<file path="config.mk">
export PLATFORM = sky130hd
export DESIGN_NAME = codec_clock_gen_link_start
export DESIGN_NICKNAME = d
export VERILOG_FILES = /design/src/core/clock_gen_pkg.sv /design/src/core/codec_clock_gen_link_start.sv
export VERILOG_INCLUDE_DIRS = /design/src /design/src/core
export SDC_FILE = /design/constraint.sdc
export NUM_CORES = 1
export LEC_CHECK = 0
export BUFFER_PORTS_ARGS = -buffer_cell sky130_fd_sc_hd__clkbuf_2
export CAP_MARGIN = 20
export CORE_MARGIN = 4
export CORE_UTILIZATION = 35
export CTS_BUF_LIST = sky130_fd_sc_hd__clkbuf_2
export DETAILED_ROUTE_END_ITERATION = 6
export GPL_ROUTABILITY_DRIVEN = 0
export SETUP_SLACK_MARGIN = 0.05
export SKIP_LAST_GASP = 1
export SYNTH_ARGS = -nofsm -noshare
export SYNTH_HDL_FRONTEND = slang
export SYNTH_SLANG_ARGS = --single-unit
</file>
<file path="constraint.sdc">
create_clock -name clk -period 3.4 [get_ports clk]
set_input_delay 1.02 -clock clk [delete_from_list [all_inputs] [get_ports clk]]
set_output_delay 1.02 -clock clk [all_outputs]
set_load 0.05 [all_outputs]
</file>
<file path="src/core/clock_gen_regs.svh">
// Register offsets, field positions, reset values and timing counts
// for the codec clock generator and link start-up logic.
// Assumes a 100 MHz system clock.
`ifndef CLOCK_GEN_REGS_SVH
`define CLOCK_GEN_REGS_SVH

// Register offsets on the link control channel
`define ADDR_POWERDOWN    7'h26
`define ADDR_PLL_POWER    7'h3C
`define ADDR_CLOCK_CTRL   7'h44
`define ADDR_PLL_CTRL     7'h46

// Clock control register fields
`define CLK_SEL_BIT       0
`define DBL_FIRST_BIT     1
`define DBL_SECOND_BIT    2
`define AUX_DIV_LSB       3
`define AUX_DIV_MSB       5
`define CLK_REF_BIT       7
`define VOICE_DIV_LSB     8
`define VOICE_DIV_MSB     11
`define HIFI_DIV_LSB      12
`define HIFI_DIV_MSB      14
`define CLOCK_CTRL_RESET  16'h0080

// Powerdown register fields
`define LINK_RUN_BIT      0
`define PLL_ACTIVE_BIT    1
`define LINK_PDOWN_BIT    12
`define INT_CLK_DIS_BIT   13
`define PLL_DIS_BIT       9

// PLL control register fields
`define PLL_CFG_LSB       7
`define PLL_CFG_MSB       15
`define PAGE_ADDR_LSB     4
`define PAGE_ADDR_MSB     6
`define PAGE_DATA_MSB     3

// Warm-reset release to bit clock start, least time
`define T_RST2CLK_PS      162400
`define CLK_PERIOD_PS     10000
`define RST2CLK_CYCLES    ((`T_RST2CLK_PS + `CLK_PERIOD_PS - 1) / `CLK_PERIOD_PS)

`endif

</file>
<file path="src/core/clock_gen_pkg.sv">
// Types shared by the codec clock generator and its surroundings.
// Assumes nothing beyond a SystemVerilog compiler.
`default_nettype none
package clock_gen_pkg;

    // Register write or read request from the link frame decoder
    typedef struct packed {
        logic        write;
        logic        read;
        logic [6:0]  addr;
        logic [15:0] data;
    } regReq_t;

    // One-cycle clock-enable ticks of the core, hi-fi, voice and aux clocks
    typedef struct packed {
        logic core;
        logic hifi;
        logic voice;
        logic aux;
    } clkTicks_t;

    // Link start-up and powerdown states
    typedef enum logic [1:0] {
        LINK_STOPPED,
        LINK_WAIT_START,
        LINK_RUNNING
    } linkState_t;

endpackage

`default_nettype wire

</file>
<file path="src/core/codec_clock_gen_link_start.sv">
// Clock source selection, doubling, division and AC-link start-up.
// Assumes all pins sampled synchronously on clk; derived clocks leave
// as one-cycle ticks, the bit clock as a pin level.
//
// Operation
// - Link stays stopped until warm reset
// - Warm start uses first input, no PLL; code forces this only while the clock register holds its reset value
// - Wait 162.4 ns before bit clock toggles
// - Powerdown drives link pins low quickly
// - Doubler per master input before selection
// - Bit 0 selects master input
// - Bits 2 and 1 enable doublers
// - Bit 7 picks PLL or external reference
// - Two divider sets, reference picks one
// - Hi-fi divider: field plus one
// - Voice divider: field plus one
// - PLL dividers written through paged nibbles
// - Core clock halved to make bit clock
// - Voice clock rates for sample rates
// - Aux converter clock from bit clock
// - Aux divisor table 16 down to 1
// - Settings changeable while running
`timescale 1ns/1ps
`default_nettype none
`include "clock_gen_regs.svh"

module codec_clock_gen_link_start (
    input  wire logic                    clk,
    input  wire logic                    resetn,
    input  wire logic                    masterClockInFirst,
    input  wire logic                    masterClockInSecond,
    input  wire logic                    pllClockIn,
    input  wire logic                    syncIn,
    input  wire logic                    slot2End,
    input  wire logic                    sdataInSource,
    input  wire clock_gen_pkg::regReq_t  regReq,
    output logic [15:0]                  regRdata,
    output logic                         bitClock,
    output logic                         sdataIn,
    output logic                         pllPowerUp,
    output logic [21:0]                  pllFraction,
    output logic [8:0]                   pllConfig,
    output clock_gen_pkg::clkTicks_t     ticks
);
    import clock_gen_pkg::*;

    ////////////////////////////////////////////////////////////////////
    // Helpers

    // Aux converter divisor code to terminal count
    function automatic logic [3:0] auxLimit(input logic [2:0] code);
        logic [3:0] lim;
        lim = 4'h0;
        unique case (code)
            3'h0: lim = 4'hF;
            3'h1: lim = 4'hB;
            3'h2: lim = 4'h7;
            3'h3: lim = 4'h5;
            3'h4: lim = 4'h3;
            3'h5: lim = 4'h2;
            3'h6: lim = 4'h1;
            3'h7: lim = 4'h0;
        endcase
        return lim;
    endfunction

    // Edge detect, both edges when doubled
    function automatic logic edgeTick(input logic now, input logic prev,
                                      input logic both);
        return both ? (now ^ prev) : (now & ~prev);
    endfunction

    ////////////////////////////////////////////////////////////////////
    // Registers

    logic [15:0] clockCtrl_q;
    logic        linkPowerdown_q;
    logic        internalClockDisable_q;
    logic        pllDisable_q;
    logic [8:0]  pllCfg_q;
    logic [2:0]  pageAddr_q;
    logic [3:0]  pageMem_q [8];
    logic        bootForce_q;
    linkState_t  state_q;
    logic [4:0]  startCnt_q;
    logic        syncPrev_q;
    logic        firstPrev_q;
    logic        secondPrev_q;
    logic        pllPrev_q;
    logic        useSecond_q;
    logic        useExt_q;
    logic        bitClock_q;
    logic        pdownPending_q;
    logic [2:0]  hifiCnt_q;
    logic [2:0]  hifiLim_q;
    logic [3:0]  voiceCnt_q;
    logic [3:0]  voiceLim_q;
    logic [3:0]  auxCnt_q;
    logic [3:0]  auxLim_q;
    logic [15:0] rdata_q;
    logic        hifiTick_q;
    logic        voiceTick_q;
    logic        auxTick_q;

    // Write decode
    wire wrPower = regReq.write && regReq.addr == `ADDR_POWERDOWN;
    wire wrPll   = regReq.write && regReq.addr == `ADDR_PLL_POWER;
    wire wrClock = regReq.write && regReq.addr == `ADDR_CLOCK_CTRL;
    wire wrPage  = regReq.write && regReq.addr == `ADDR_PLL_CTRL;
    wire [2:0] wrPageAddr = regReq.data[`PAGE_ADDR_MSB:`PAGE_ADDR_LSB];

    // Warm reset seen: SYNC falls while link stopped
    wire syncFall  = syncPrev_q & ~syncIn;
    wire linkIdle  = state_q == LINK_STOPPED;
    wire warmStart = linkIdle && syncFall;
    wire startDone = startCnt_q == 5'(`RST2CLK_CYCLES - 1);

    // Requested source, forced to first input and external at start-up
    // Boot reference forced
    wire reqSecond = clockCtrl_q[`CLK_SEL_BIT] & ~bootForce_q;
    wire reqExt    = clockCtrl_q[`CLK_REF_BIT] | bootForce_q;

    wire firstTick  = edgeTick(masterClockInFirst, firstPrev_q,
                               clockCtrl_q[`DBL_FIRST_BIT]);
    wire secondTick = edgeTick(masterClockInSecond, secondPrev_q,
                               clockCtrl_q[`DBL_SECOND_BIT]);
    wire pllTick    = pllClockIn & ~pllPrev_q;

    wire extTick  = useSecond_q ? secondTick : firstTick;
    wire coreTick = useExt_q ? extTick : pllTick;

    wire [6:0] pllDiv = {pageMem_q[7][2:0], pageMem_q[6]};
    wire [2:0] hifiField = useExt_q ?
        clockCtrl_q[`HIFI_DIV_MSB:`HIFI_DIV_LSB] : pllDiv[6:4];
    wire [3:0] voiceField = useExt_q ?
        clockCtrl_q[`VOICE_DIV_MSB:`VOICE_DIV_LSB] : pllDiv[3:0];

    // Link running and bit clock rising edge
    wire running = state_q == LINK_RUNNING;
    wire bitRise = running && coreTick && !bitClock_q && !pdownPending_q;

    // Read data selection
    wire [15:0] powerRead = (16'(linkPowerdown_q) << `LINK_PDOWN_BIT)
        | (16'(internalClockDisable_q) << `INT_CLK_DIS_BIT)
        | (16'(running) << `LINK_RUN_BIT)
        | (16'(!useExt_q) << `PLL_ACTIVE_BIT);
    wire [15:0] pageRead = {pllCfg_q, pageAddr_q, pageMem_q[pageAddr_q]};
    wire [15:0] readMux =
        regReq.addr == `ADDR_POWERDOWN  ? powerRead :
        regReq.addr == `ADDR_PLL_POWER  ?
            16'(pllDisable_q) << `PLL_DIS_BIT :
        regReq.addr == `ADDR_CLOCK_CTRL ? clockCtrl_q :
        regReq.addr == `ADDR_PLL_CTRL   ? pageRead : 16'h0000;

    ////////////////////////////////////////////////////////////////////
    // Control registers

    always_ff @(posedge clk or negedge resetn) begin
        if (!resetn) begin
            clockCtrl_q <= `CLOCK_CTRL_RESET;
        end else if (wrClock) begin
            clockCtrl_q <= regReq.data;
        end
    end

    // Powerdown bits; warm reset clears link powerdown
    always_ff @(posedge clk or negedge resetn) begin
        if (!resetn) begin
            linkPowerdown_q        <= 1'b0;
            internalClockDisable_q <= 1'b1;
        end else if (wrPower) begin
            linkPowerdown_q        <= regReq.data[`LINK_PDOWN_BIT];
            internalClockDisable_q <= regReq.data[`INT_CLK_DIS_BIT];
        end else if (warmStart) begin
            linkPowerdown_q <= 1'b0;
        end
    end

    // PLL runs only with both disables clear
    always_ff @(posedge clk or negedge resetn) begin
        if (!resetn) begin
            pllDisable_q <= 1'b1;
        end else if (wrPll) begin
            pllDisable_q <= regReq.data[`PLL_DIS_BIT];
        end
    end

    always_ff @(posedge clk or negedge resetn) begin
        if (!resetn) begin
            pllCfg_q   <= 9'h000;
            pageAddr_q <= 3'h0;
            pageMem_q  <= '{default: 4'h0};
        end else if (wrPage) begin
            pllCfg_q   <= regReq.data[`PLL_CFG_MSB:`PLL_CFG_LSB];
            pageAddr_q <= wrPageAddr;
            pageMem_q[wrPageAddr] <= regReq.data[`PAGE_DATA_MSB:0];
        end
    end

    // Start-up force lasts until software writes the clock register
    always_ff @(posedge clk or negedge resetn) begin
        if (!resetn) begin
            bootForce_q <= 1'b1;
        end else if (wrClock) begin
            bootForce_q <= 1'b0;
        end else if (warmStart) begin
            bootForce_q <= clockCtrl_q == `CLOCK_CTRL_RESET;
        end
    end

    ////////////////////////////////////////////////////////////////////
    // Link start-up and powerdown

    // Sampled inputs for edge detection
    always_ff @(posedge clk or negedge resetn) begin
        if (!resetn) begin
            syncPrev_q   <= 1'b0;
            firstPrev_q  <= 1'b0;
            secondPrev_q <= 1'b0;
            pllPrev_q    <= 1'b0;
        end else begin
            syncPrev_q   <= syncIn;
            firstPrev_q  <= masterClockInFirst;
            secondPrev_q <= masterClockInSecond;
            pllPrev_q    <= pllClockIn;
        end
    end

    always_ff @(posedge clk or negedge resetn) begin
        if (!resetn) begin
            state_q    <= LINK_STOPPED;
            startCnt_q <= 5'h00;
        end else begin
            unique case (state_q)
                LINK_STOPPED: begin
                    startCnt_q <= 5'h00;
                    if (warmStart) begin
                        state_q <= LINK_WAIT_START;
                    end
                end
                LINK_WAIT_START: begin
                    startCnt_q <= startCnt_q + 5'h01;
                    if (startDone) begin
                        state_q <= LINK_RUNNING;
                    end
                end
                LINK_RUNNING: begin
                    if (pdownPending_q && slot2End) begin
                        state_q <= LINK_STOPPED;
                    end
                end
            endcase
        end
    end

    // Powerdown request waits for end of slot 2
    always_ff @(posedge clk or negedge resetn) begin
        if (!resetn) begin
            pdownPending_q <= 1'b0;
        end else begin
            pdownPending_q <= running && linkPowerdown_q;
        end
    end

    // Bit clock is core clock halved
    always_ff @(posedge clk or negedge resetn) begin
        if (!resetn) begin
            bitClock_q <= 1'b0;
        end else if (!running) begin
            bitClock_q <= 1'b0;
        end else if (coreTick) begin
            bitClock_q <= ~bitClock_q & ~pdownPending_q;
        end
    end

    ////////////////////////////////////////////////////////////////////
    // Source switching and dividers

    // Source changes on a tick or while stopped
    always_ff @(posedge clk or negedge resetn) begin
        if (!resetn) begin
            useSecond_q <= 1'b0;
            useExt_q    <= 1'b1;
        end else if (coreTick || linkIdle) begin
            useSecond_q <= reqSecond;
            useExt_q    <= reqExt;
        end
    end

    always_ff @(posedge clk or negedge resetn) begin
        if (!resetn) begin
            hifiCnt_q  <= 3'h0;
            hifiLim_q  <= 3'h0;
            hifiTick_q <= 1'b0;
        end else begin
            hifiTick_q <= coreTick && hifiCnt_q >= hifiLim_q;
            if (coreTick) begin
                if (hifiCnt_q >= hifiLim_q) begin
                    hifiCnt_q <= 3'h0;
                    hifiLim_q <= hifiField;
                end else begin
                    hifiCnt_q <= hifiCnt_q + 3'h1;
                end
            end
        end
    end

    always_ff @(posedge clk or negedge resetn) begin
        if (!resetn) begin
            voiceCnt_q  <= 4'h0;
            voiceLim_q  <= 4'h0;
            voiceTick_q <= 1'b0;
        end else begin
            voiceTick_q <= coreTick && voiceCnt_q >= voiceLim_q;
            if (coreTick) begin
                if (voiceCnt_q >= voiceLim_q) begin
                    voiceCnt_q <= 4'h0;
                    voiceLim_q <= voiceField;
                end else begin
                    voiceCnt_q <= voiceCnt_q + 4'h1;
                end
            end
        end
    end

    // Aux clock from bit clock; divisor table
    always_ff @(posedge clk or negedge resetn) begin
        if (!resetn) begin
            auxCnt_q  <= 4'h0;
            auxLim_q  <= 4'hF;
            auxTick_q <= 1'b0;
        end else begin
            auxTick_q <= bitRise && auxCnt_q >= auxLim_q;
            if (bitRise) begin
                if (auxCnt_q >= auxLim_q) begin
                    auxCnt_q <= 4'h0;
                    auxLim_q <= auxLimit(
                        clockCtrl_q[`AUX_DIV_MSB:`AUX_DIV_LSB]);
                end else begin
                    auxCnt_q <= auxCnt_q + 4'h1;
                end
            end
        end
    end

    // Read data captured on read strobe
    always_ff @(posedge clk or negedge resetn) begin
        if (!resetn) begin
            rdata_q <= 16'h0000;
        end else if (regReq.read) begin
            rdata_q <= readMux;
        end
    end

    ////////////////////////////////////////////////////////////////////
    // Outputs

    // Data pin held low when link not running
    assign sdataIn     = running & ~pdownPending_q & sdataInSource;
    assign bitClock    = bitClock_q;
    assign regRdata    = rdata_q;
    assign pllPowerUp  = ~pllDisable_q & ~internalClockDisable_q;
    assign pllConfig   = pllCfg_q;
    assign pllFraction = {pageMem_q[5][1:0], pageMem_q[4], pageMem_q[3],
                          pageMem_q[2], pageMem_q[1], pageMem_q[0]};
    assign ticks.core  = coreTick;
    assign ticks.hifi  = hifiTick_q;
    assign ticks.voice = voiceTick_q;
    assign ticks.aux   = auxTick_q;

endmodule

`default_nettype wire

</file>
Word level (Yosys, flattened, before mapping)
Memories as Yosys holds them, arrays and structs flattened. A register that Yosys moved wholly into a read port is not among the register bits.
Cells that the tools add are included.
- $lt $le $gt $ge: 6
- $add $sub $neg: 4
- bitwise gates (word level): 26
- mux-type cells: 30
- eq/ne operators: 12
- reduce and logical (&&, ||, !) cells: 27
- operator list (operator ; number):
    2-to-1 mux 16 bit ; 4
    bitwise mux 32 bit ; 1
    2-to-1 mux 4 bit ; 6
    == test 16 x 8 -> 1 bit, second input constant ; 1
    == test 7 x 6 -> 1 bit, second input constant ; 2
    == test 7 bit, second input constant ; 2
    logical AND 1 bit ; 14
    OR 13 x 14 -> 14 bit ; 1
    OR 14 x 1 -> 14 bit ; 1
    OR 14 x 2 -> 14 bit ; 1
    binary-select mux 4 bit (select 3 bit) ; 1
    demux 4 bit (select 3 bit) ; 1
    2-to-1 mux 1 bit ; 10
    case mux 5 bit (2 select lines) ; 1
    AND 1 bit ; 9
    NOT 1 bit ; 9
    adder 4 x 1 -> 4 bit, second input constant ; 2
    greater-or-equal comparator 4 bit ; 2
    greater-or-equal comparator 4 bit, second input constant ; 2
    NOT 3 -> 4 bit ; 2
    2-to-1 mux 2 bit ; 3
    2-to-1 mux 3 bit ; 2
    case mux 2 bit (3 select lines) ; 1
    AND reduction 2 bit ; 3
    16 further kinds ; 24
- register bits after elaboration: 116
- output and inout bits: 54
- bits in read-only memories: 32
- memories kept: 1
- logic and storage cells: 140
- bits of input ports: 33
- memories (memory ; depth ; width ; read ports ; clocked after Yosys merged registers in ; write ports ; line ; text):
    (no name shown) ; 8 ; 4 ; 1 ; 1 ; 0 ; codec_clock_gen_link_start.sv:54 ; unique case (code)

Longest topological paths before layout
Gate-level depths: netlist of the first run.
- depth after elaboration: 9
- mapped depth: 9
- mapped depth without buffers: 8

Worst setup path before layout of the first run
Ideal clock, no wire load.
- path kind: input to output
- start: input port masterClockInSecond
- end: output port ticks[3] (netlist name)
- slack: -0.079 ns
- stages on the path: 6
- data required time: 2.380 ns
- arrival: 2.459 ns
- buffers on the path: 2
- cell sequence: ha_1 > a2111oi_0 > nor3_1 > inv_1 > buf_2 > buf_4
- word-level cells in the longest chain between the ends: 4
- elaborated cells on any way between the ends: 5
- those cells by class: mux (3); bitwise (2)
- ends and longest elaborated chain (what ; line ; text):
    from (decl) ; codec_clock_gen_link_start.sv:31 ; input wire logic masterClockInSecond,
    AND 1 bit or XOR 1 bit (tied branches) ; codec_clock_gen_link_start.sv:70 ; return both ? (now ^ prev) : (now & ~prev);
    2-to-1 mux 1 bit (*) ; codec_clock_gen_link_start.sv:70 ;
    2-to-1 mux 1 bit (*) ; codec_clock_gen_link_start.sv:129 ; wire extTick = useSecond_q ? secondTick : firstTick;
    2-to-1 mux 1 bit (*) ; codec_clock_gen_link_start.sv:130 ; wire coreTick = useExt_q ? extTick : pllTick;
    to (decl) ; codec_clock_gen_link_start.sv:43 ; output clock_gen_pkg::clkTicks_t ticks
Mark *: on every way between the ends. The rest lies on a longest branch, timed or not.

==> results.ini, run 1 <==
[run_status]
status = completed

[sta]
setup_tns_ns = 0
min_period_over_period_pct = 94.8
report.final.slew_viol_count = 0
final.setup_skew_ns = 0.0288
worstMarginPinSlew_ns = 0.863
slew_headroom_pct = 42.0
grt_setup_unrepaired = false
timing.final.setup_violations = 0
max_freq_ghz = 0.310
final_worst_path_period_need_ns = 3.22
postLayoutSetupSlackWorst_ns = 0.177
timing.final.hold_violations = 0

[synth]
dominant_cells_by_area_after_synthesis = dfrtp_1 (46%), mux2_2 (13%), ha_1 (4.4%), dfstp_2 (3.9%), buf_4 (3.4%)
synthesis.yosys.warnings = 0
netlist.area_leader.share_pct = 46.1
syn_inst = 524
post_synth_num_cell_types = 50
syn_nets = 578
syn_avg_cell_area_um2 = 11.5
syn-cell-area_um2 = 6030
synth_flop_cell = dfrtp_1
synth_seq_area_share_pct = 50.0
synth_top_cell_by_area = dfrtp_1
yosysMostFrequentCell = dfrtp_1
synth-edff-count = 0
synthArstFlopShare_pct = 100
ys_top_cells_by_count = dfrtp_1 (111), mux2_2 (71), inv_1 (35), nand2_1 (35), o21ai_0 (34)
yosys_register_bits = 120

[global_route]
globalRouteTotalUtil_pct = 14.9
grt_remaining_overflow = 0
pin_count_of_the_biggest_net_entering_global_routing = 54
grt_pass1_vias = 4253
grt_first_pass_wirelength_um = 23100
grt_antenna_before_repair = 0

[worst_setup_path]
startpoint_type = input pin
critPathCaptureType = output port
cp.required_ns = 2.38
crit_path_cell_trace = clkbuf_2, ha_1, a2111oi_4, nor3_1, inv_1, buf_12
critical-path-max-stage-delay_ns = 0.34
worst_endpoint_data_arrival_time_ns = 2.20
cp_max_fo = 2
cp_class = in2out
crit_path_top_delay_cell = a2111oi_4

[route]
route.detailed.drc = 0
postRouteWirelength_um = 14200
first_iter_violations = 184
total_number_of_vias = 4175
firstDrtPassIters = 4
number_of_nets_with_antenna_violations_after_routing = 0
wl_per_cell_um = 17.1
avgViaCountPerCell = 5.03

[finish]
area_added_between_synthesis_and_finish_pct = 13.7
drive_gt1_share_pct = 37.5
number_of_fill_cells_in_the_layout = 1614
final_net_count = 651
antenna-diode-count = 0
finalInstanceArea_um2 = 6860

[placement]
hpwlAfterDp_um = 10400
placement.io_buffers = 86
dpl-instance-area_um2 = 6570
pre_cts_ws_ns = 0.0978

[floorplan]
die_width_um = 139
dieArea_um2 = 19400
start_util_pct = 36.0
core_box_area_um2 = 16800
io_pins = 87
row_count = 47
fp.dieH_um = 139

[power_and_ir_drop]
p_leak_nw = 3.30
powerDensity_nw_per_um2 = 520
vdd_ir_drop_max_mv = 0.234
post-layout-total-power_mw = 3.56

[clock_network]
clock_insertion_delay_worst_skew_ns = 0.71
tritoncts.num_buffers = 17
cts_hold_repair.buffers = 0
clk_transition_reported_paths_ns = 0.20
clk_root_buffer_cell = clkbuf_2
cts.sink_count = 120
cts_max_level = 4
tritoncts = done
clk_path_buf_depth = 2

[job]
timing.max_cap.violations = 0

[worst_hold_path]
min-delay-path-class = in2async

==> power by group <==
| group | internal, mW | switching [mW] | leakage (nW) |
|---|---|---|---|
| Sequential | 1.60 | 0.152 | 1.60 |
| Clock | 0.409 | 0.558 | 0.141 |
| Combinational | 0.330 | 0.512 | 1.57 |
| Total | 2.34 | 1.22 | 3.30 |
==> logic make-up after synthesis <==
| kind of cell | after synthesis | synth area share [%] |
|---|---|---|
| AND/OR/NAND/NOR | 129 | 11.1 |
| flip-flops | 120 | 50.0 |
| adder cells (fa/ha/maj) | 21 | 4.36 |
| XOR/XNOR | 2 | 0.291 |
| buffers and inverters | 81 | 7.20 |
| AO/OA/AOI/OAI | 72 | 7.14 |
| multiplexers | 99 | 19.9 |
==> per-layer routing <==
layer / global-route usage (%) / share of wire, % / vias up
met2: 23.1 / 47 / 99
li1: - / - / 1979
met3: 4.22 / 4.8 / 23
met4: 5.10 / 1.7 / 0
met1: 20.3 / 46 / 2074
met5: 0 / 0 / -
==> critical path: cells and delay by family <==
family                     cells  cell delay (ns)
buffers and inverters          3             0.40
AOI/OAI and AO/OA              1             0.34
and+or+nand+nor                1             0.11
adders and majority gates      1             0.33
==> sequential cells by signal, indices dropped and copies added (netlist names), 2 cells and up <==
register and cells:
pageMem_q 10, state_q 2, voiceCnt_q 4, voiceLim_q 4
pllFraction 22, hifiLim_q 3, startCnt_q 5, regRdata 16
pageAddr_q 3, clockCtrl_q 16, hifiCnt_q 3, auxCnt_q 4
pllConfig 9, auxLim_q 4
==> layout make-up <==
type | instances | area (um^2) | area share (%)
clock buffer | 19 | 95.1 | 1.39
clock inverter | 13 | 155 | 2.26
inverter | 36 | 135 | 1.97
multi-input combinational | 323 | 2620 | 38.2
sequential | 120 | 3020 | 44.0
tap | 220 | 275 | 4.01
timing repair buffer | 99 | 558 | 8.14
==> path summary, 6_finish.rpt <==
path / from / end / slack, ns / cells after the start
worst min register to register: voiceLim_q[3] / voiceLim_q[3] / 0.53 / 2
min in group clk: masterClockInFirst / firstPrev_q / 0.43 / 1
worst max-delay path: masterClockInSecond / ticks[3] / 0.18 / 6
worst min-delay path: resetn / clockCtrl_q[6] / 0.33 / 1
max in group asynchronous: resetn / clockCtrl_q[7] / 2.26 / 2
worst max register to register: state_q[0] / auxLim_q[2] / 1.01 / 7
==> cell usage in the layout, fill, tap and decap left out, types with 3 or more instances in the layout <==
| master | instances |
|---|---|
| mux2_4 | 4 |
| a21o_1 | 3 |
| inv_1 | 35 |
| nand3b_1 | 5 |
| ha_1 | 21 |
| clkbuf_2 | 103 |
| buf_4 | 13 |
| nand2b_1 | 7 |
| mux2_2 | 71 |
| clkinvlp_4 | 4 |
| nor2_1 | 26 |
| nor2b_1 | 3 |
| dfrtp_1 | 111 |
| o21ai_0 | 34 |
| bufinv_16 | 3 |
| nor4_1 | 3 |
| o22ai_1 | 5 |
| dfstp_2 | 8 |
| and2_1 | 3 |
| nand3_1 | 23 |
| nor3_1 | 10 |
| o31ai_1 | 3 |
| a31oi_1 | 4 |
| mux2i_1 | 16 |
| nand2_1 | 35 |
| mux4_2 | 8 |
| a21oi_1 | 11 |
==> stage by stage <==
step           utilization, %  cells  hold slack (ns)
2_1_floorplan               -    524            0.466
3_3_place_gp             39.2    797            0.486
3_5_place_dp             39.2    797            0.498
4_1_cts                  40.7    829            0.295
5_1_grt                  40.9    830            0.315
6_report                 40.9    830            0.334
==> timing repair <==
item / 4_1_cts / 5_1_grt
resized for setup: 1 / 2
endpoints found under the setup margin: 1 / 1
buffers inserted: 0 / 1
cloned: 0 / 0
pin swaps: 0 / 2
Note: power is estimated with default switching activity, not from simulation.
==> inputs of run 2 (changes only) <==
==> constraint.sdc (replaced) <==
create_clock -name clk -period 3.4 [get_ports clk]
set_input_delay 0.68 -clock clk [delete_from_list [all_inputs] [get_ports clk]]
set_output_delay 0.68 -clock clk [all_outputs]
set_load 0.05 [all_outputs]
==> run 2 against run 1 <==
Net effect: critical path depth shrank 1; largest cell class unchanged; cell area shrank 0.49%; hold slack lost 0.21 ns; via count is essentially flat; first-iteration DRC count grew 25%; clock power grew 18%; register-to-register slack lost 0.07 ns; critical path type is now reg2out; power grew 4.2%; setup slack gained 0.031 ns; utilization shrank 0.20 points.
==> results.ini, run 2 (synthesis gave the netlist of run 1 again) <==
[route]
postRouteWirelength_um = 14000  ; -1.5%
avgViaCountPerCell = 5.08  ; +0.95%
first_iter_violations = 230  ; +25%
number_of_nets_with_antenna_violations_after_routing = 0  ; unchanged
firstDrtPassIters = 4  ; unchanged
route.detailed.drc = 0  ; unchanged
wl_per_cell_um = 17.0  ; -0.65%
total_number_of_vias = 4179  ; +0.096%

[global_route]
busiest_layer = met2
met3_usage_pct = 4.49  ; +0.27 points
grt_pass1_vias = 4385  ; +3.1%
pin_count_of_the_biggest_net_entering_global_routing = 54  ; unchanged
grt_antenna_before_repair = 0  ; unchanged
globalRouteTotalUtil_pct = 14.7  ; -0.23 points
grt_remaining_overflow = 0  ; unchanged
grt.met2_usage_pct = 23.7  ; +0.61 points
grt_first_pass_wirelength_um = 22900  ; -0.87%
use_met1_pct = 19.0  ; -1.3 points

[finish]
layout_commonest_cell = dfrtp_1
area_added_between_synthesis_and_finish_pct = 13.1
layout.cells.most_common_list = dfrtp_1 (111), clkbuf_2 (102), mux2_2 (71)
layoutNonFillerInstCount = 823  ; -0.84%
antenna-diode-count = 0  ; unchanged
finalInstanceArea_um2 = 6820  ; -0.49%
drive_gt1_share_pct = 36.8  ; -0.73 points
final_net_count = 645  ; -0.92%
number_of_flip_flops_in_the_largest_register = 22  ; unchanged

[placement]
hpwlAfterDp_um = 10300  ; -0.29%
pre_cts_ws_ns = 0.389  ; +0.291 ns
placedCellCount = 791  ; -0.75%
placement.io_buffers = 86  ; unchanged
dpl-instance-area_um2 = 6500  ; -1.1%

[floorplan]
io_pins = 87  ; unchanged
start_util_pct = 36.0  ; unchanged
core_box_area_um2 = 16800  ; unchanged
die_width_um = 139  ; unchanged
dieArea_um2 = 19400  ; unchanged
row_count = 47  ; unchanged
fp.dieH_um = 139  ; unchanged

[worst_hold_path]
worstHoldPathCells = 1
min-delay-path-class = in2reg

[clock_network]
clk_path_buf_depth = 2  ; unchanged
clk_root_buffer_cell = clkbuf_2
clock_insertion_delay_worst_skew_ns = 0.68  ; -0.03 ns
cts.sink_count = 120  ; unchanged
tritoncts = done
clk_transition_reported_paths_ns = 0.17  ; -0.03 ns
post_cts_buffers = 0  ; unchanged
tritoncts.num_buffers = 17  ; unchanged
cts_max_level = 4  ; unchanged

[worst_setup_path]
worstPathBufferInverterCount = 3  ; unchanged
critical-path-max-stage-delay_ns = 0.75  ; +0.41 ns
reg2reg_from = useExt_q
worst_endpoint_data_arrival_time_ns = 2.51  ; +0.31 ns
critical_path.endpoint = ticks[3]
cp.required_ns = 2.72  ; +0.34 ns
cp_max_fo = 10  ; +8
startpoint_type = flip-flop
ff2ff_path_depth = 5  ; -2
r2r-end = auxLim_q[2]
crit_path_top_delay_cell = dfstp_2
cp_class = reg2out
cp.depth = 5  ; -1
regToRegSetupSlack_ns = 0.94  ; -0.07 ns
worst_path_dominant_cell_family = flip-flops
setup.worst_path.start = useExt_q
crit_path_cell_trace = inv_2, a2111oi_0, nor3_1, inv_1, clkbuf_2
critPathCaptureType = output port

[sta]
min_period_over_period_pct = 93.9  ; -0.90 points
postLayoutSetupSlackWorst_ns = 0.208  ; +0.0306 ns
timing.final.hold_violations = 0  ; unchanged
worstMarginPinSlew_ns = 0.852  ; -0.0114 ns
final_worst_path_period_need_ns = 3.19  ; -0.0306 ns
final.setup_skew_ns = 0.0213  ; -0.00759 ns
report.final.slew_viol_count = 0  ; unchanged
timing.final.setup_violations = 0  ; unchanged
setup_tns_ns = 0  ; unchanged
max_freq_ghz = 0.313  ; +0.96%
grt_setup_unrepaired = false
slew_headroom_pct = 42.7  ; +0.77 points

[power_and_ir_drop]
vdd_ir_drop_max_mv = 0.217  ; -7.3%
p_leak_nw = 3.29  ; -0.49%
powerDensity_nw_per_um2 = 544  ; +4.7%

[run_status]
status = completed

[job]
timing.max_cap.violations = 0  ; unchanged

## run 2: timing repair
action | 4_1_cts | 5_1_grt
gates resized for setup | 1 | 1
hold endpoints to repair | 28 | 0
hold buffers | 1 | 0
endpoints found under the setup margin | 1 | 1
## run 2: worst min-delay path by stage
stage                             start             to  slack, ns
after global placement    pageMem_q[11]  pageMem_q[11]       0.49
after floorplan                  resetn    auxCnt_q[0]       0.38
after detailed placement   pageMem_q[3]   pageMem_q[3]       0.50
final                            syncIn     syncPrev_q       0.12
after global routing             syncIn     syncPrev_q       0.01
after CTS                        syncIn     syncPrev_q       0.05
## run 2: final cells by class
type | instances | area [um^2]
fillers | 1646 | 9940
flip-flops and latches | 120 | 3010
multi-input cells | 323 | 2590
repair buffers | 93 | 500
well taps | 220 | 275
clock inverters | 14 | 224
inverters | 36 | 135
clock buffers | 17 | 85.1
## run 2: routing by layer
layer	vias up	wire length [um]
met5	-	0
met4	0	263
met3	24	686
met2	105	6710
met1	2092	6300
li1	1958	-
## run 2: power by group
part           internal, mW  switching [mW]
registers              1.60           0.161
logic                 0.316           0.495
clock network         0.559           0.581
total                  2.48            1.24
## run 2: per-stage QoR
step           hold WS (ns)  total power, mW  util, %
2_1_floorplan         0.384             2.36        -
6_report              0.120             3.71     40.7
3_3_place_gp          0.486             2.55     38.8
5_1_grt              0.0148             3.94     40.7
3_5_place_dp          0.496             2.60     38.8
4_1_cts              0.0501             3.76     40.7
==> inputs of run 3 (changes only) <==
--- a/config.mk
+++ b/config.mk
@@ -8,13 +8,14 @@
 export LEC_CHECK = 0
 export BUFFER_PORTS_ARGS = -buffer_cell sky130_fd_sc_hd__clkbuf_2
 export CAP_MARGIN = 20
+export CORE_ASPECT_RATIO = 2
 export CORE_MARGIN = 4
 export CORE_UTILIZATION = 35
 export CTS_BUF_LIST = sky130_fd_sc_hd__clkbuf_2
 export DETAILED_ROUTE_END_ITERATION = 6
 export GPL_ROUTABILITY_DRIVEN = 0
+export MAX_ROUTING_LAYER = met4
 export SETUP_SLACK_MARGIN = 0.05
-export SKIP_LAST_GASP = 1
 export SYNTH_ARGS = -nofsm -noshare
 export SYNTH_HDL_FRONTEND = slang
 export SYNTH_SLANG_ARGS = --single-unit
==> run 3 against run 2 <==
Net effect: critical endpoint unchanged; critical path depth unchanged; hold slack got worse by 0.00059 ns; sequential share of layout area increased by 0.36 points.
==> results.ini, run 3 (synthesis gave the netlist of run 1 again) <==
[clock_network]
tritoncts = done
tritoncts.num_buffers = 17  ; unchanged
post_cts_buffers = 0  ; unchanged
clk_root_buffer_cell = clkbuf_2
cts_max_level = 4  ; unchanged
clk_path_buf_depth = 2  ; unchanged
clock_insertion_delay_worst_skew_ns = 0.66  ; -0.02 ns
clk_transition_reported_paths_ns = 0.19  ; +0.02 ns
cts.sink_count = 120  ; unchanged

[power_and_ir_drop]
powerDensity_nw_per_um2 = 532  ; -2.2%
vdd_ir_drop_max_mv = 0.212  ; -2.3%
p_leak_nw = 3.30  ; +0.44%
post-layout-total-power_mw = 3.61  ; -2.8%

[worst_setup_path]
cp.required_ns = 2.72  ; about the same
r2r-end = auxLim_q[2]
regToRegSetupSlack_ns = 0.87  ; -0.07 ns
setup.worst_path.start = useExt_q
cp_max_fo = 10  ; unchanged
worst_endpoint_data_arrival_time_ns = 2.40  ; -0.11 ns
critPathCaptureType = output port
ff2ff_path_depth = 7  ; +2
cp_class = reg2out
startpoint_type = flip-flop
reg2reg_from = auxCnt_q[0]

[global_route]
grt_pass1_vias = 4451  ; +1.5%
globalRouteTotalUtil_pct = 16.6  ; +1.9 points
grt_antenna_before_repair = 1  ; +1
pin_count_of_the_biggest_net_entering_global_routing = 47  ; -13%
grt_remaining_overflow = 0  ; unchanged
grt_first_pass_wirelength_um = 24200  ; +5.6%

[finish]
layout_commonest_cell = dfrtp_1
layout.cells.most_common_list = dfrtp_1 (111), clkbuf_2 (107), mux2_2 (71)
number_of_flip_flops_in_the_largest_register = 22  ; unchanged
final_net_count = 647  ; +0.31%
register_area_um2 = 3020  ; +0.12%
area_added_between_synthesis_and_finish_pct = 12.4
number_of_fill_cells_in_the_layout = 1658  ; +0.73%
drive_gt1_share_pct = 36.6  ; -0.18 points
multi_input_comb_area_um2 = 2580  ; -0.14%
layoutNonFillerInstCount = 814  ; -1.1%
finalInstanceArea_um2 = 6780  ; -0.68%

[worst_hold_path]
min-delay-path-class = in2reg
worstHoldPathCells = 1  ; unchanged
hold_path_startpoint = masterClockInFirst
timing.hold.worst_endpoint = firstPrev_q

[sta]
min_period_over_period_pct = 90.7  ; -3.2 points
max_freq_ghz = 0.324  ; +3.6%
final.setup_skew_ns = 0.0373  ; +0.0160 ns
slew_headroom_pct = 30.7  ; -12 points
timing.final.hold_violations = 0  ; unchanged
postLayoutSetupSlackWorst_ns = 0.317  ; +0.110 ns
report.final.slew_viol_count = 0  ; unchanged
worstMarginPinSlew_ns = 1.03  ; +0.179 ns
final_worst_path_period_need_ns = 3.08  ; -0.110 ns
timing.final.setup_violations = 0  ; unchanged
setup_tns_ns = 0  ; unchanged
grt_setup_unrepaired = false

[route]
number_of_nets_with_antenna_violations_after_routing = 0  ; unchanged
avgViaCountPerCell = 5.07  ; -0.15%
firstDrtPassIters = 4  ; unchanged
postRouteWirelength_um = 14800  ; +6.2%
route.detailed.drc = 0  ; unchanged
total_number_of_vias = 4127  ; -1.2%
wl_per_cell_um = 18.2  ; +7.4%
first_iter_violations = 217  ; -5.7%

[job]
timing.max_cap.violations = 0  ; unchanged

[placement]
dpl-instance-area_um2 = 6500  ; about the same
hpwlAfterDp_um = 11400  ; +10%
placement.io_buffers = 86  ; unchanged
pre_cts_ws_ns = 0.534  ; +0.145 ns
placedCellCount = 780  ; -1.4%

[floorplan]
dieArea_um2 = 19500  ; +0.66%
core_box_area_um2 = 16800  ; +0.54%
row_count = 67  ; +43%
die_width_um = 101  ; -28%
start_util_pct = 35.8  ; -0.19 points
fp.dieH_um = 194  ; +39%
io_pins = 87  ; unchanged

[run_status]
status = completed

## run 3: cell count changes in the layout (fill, tap and decap cells not counted), sizes merged, moves of 2 or more
cell	change
inv	-2
buf	+2
clkinvlp	-4
clkbuf	+5
clkinv	+3
## run 3: layout make-up
cell class                 count  area share (%)
timing repair buffer          95            7.61
multi-input combinational    323            38.1
sequential                   120            44.5
clock inverter                10            2.23
tap                          207            3.82
clock buffer                  22            1.62
inverter                      36            1.99
antenna                        1          0.0369
## run 3: power breakdown
part | switching, mW | internal, mW | total, mW | leakage (nW)
sequential | 0.169 | 1.60 | 1.77 | 1.60
clock | 0.523 | 0.492 | 1.01 | 0.167
combinational | 0.503 | 0.319 | 0.822 | 1.54
## run 3: metrics by stage
stage / hold WS (ns) / util [%]
3_3_place_gp: 0.489 / 38.6
2_1_floorplan: 0.384 / -
3_5_place_dp: 0.494 / 38.6
5_1_grt: 0.0161 / 40.2
6_report: 0.119 / 40.2
4_1_cts: 0.00570 / 40.2
## run 3: what timing repair did
item / 4_1_cts / 5_1_grt
hold buffers: 1 / 0
resized for setup: 0 / 3
endpoints found under the setup margin: 0 / 1
hold endpoints to repair: 44 / 0
## run 3: how the worst max path moves through the flow
stage | cells past startpoint | endpoint
global route | 5 | ticks[3]
floorplan | 6 | ticks[3]
finish | 5 | ticks[3]
global placement | 6 | ticks[3]
CTS | 5 | ticks[3]
detailed placement | 6 | auxLim_q[2]
## run 3: worst max-delay path: stages (launching register included)
cell and delay, ns:
dfstp_4 0.77, inv_2 0.06, a2111oi_1 0.40, nor3_1 0.13, inv_1 0.10, clkbuf_2 0.28
## run 3: per-layer routing
layer | vias to the layer above | share of wire [%] | GRT usage, %
li1 | 1965 | - | -
met1 | 2048 | 39 | 18.2
met2 | 94 | 55 | 29.0
met3 | 20 | 3.3 | 3.02
met4 | 0 | 2.5 | 6.70
met5 | - | 0 | -
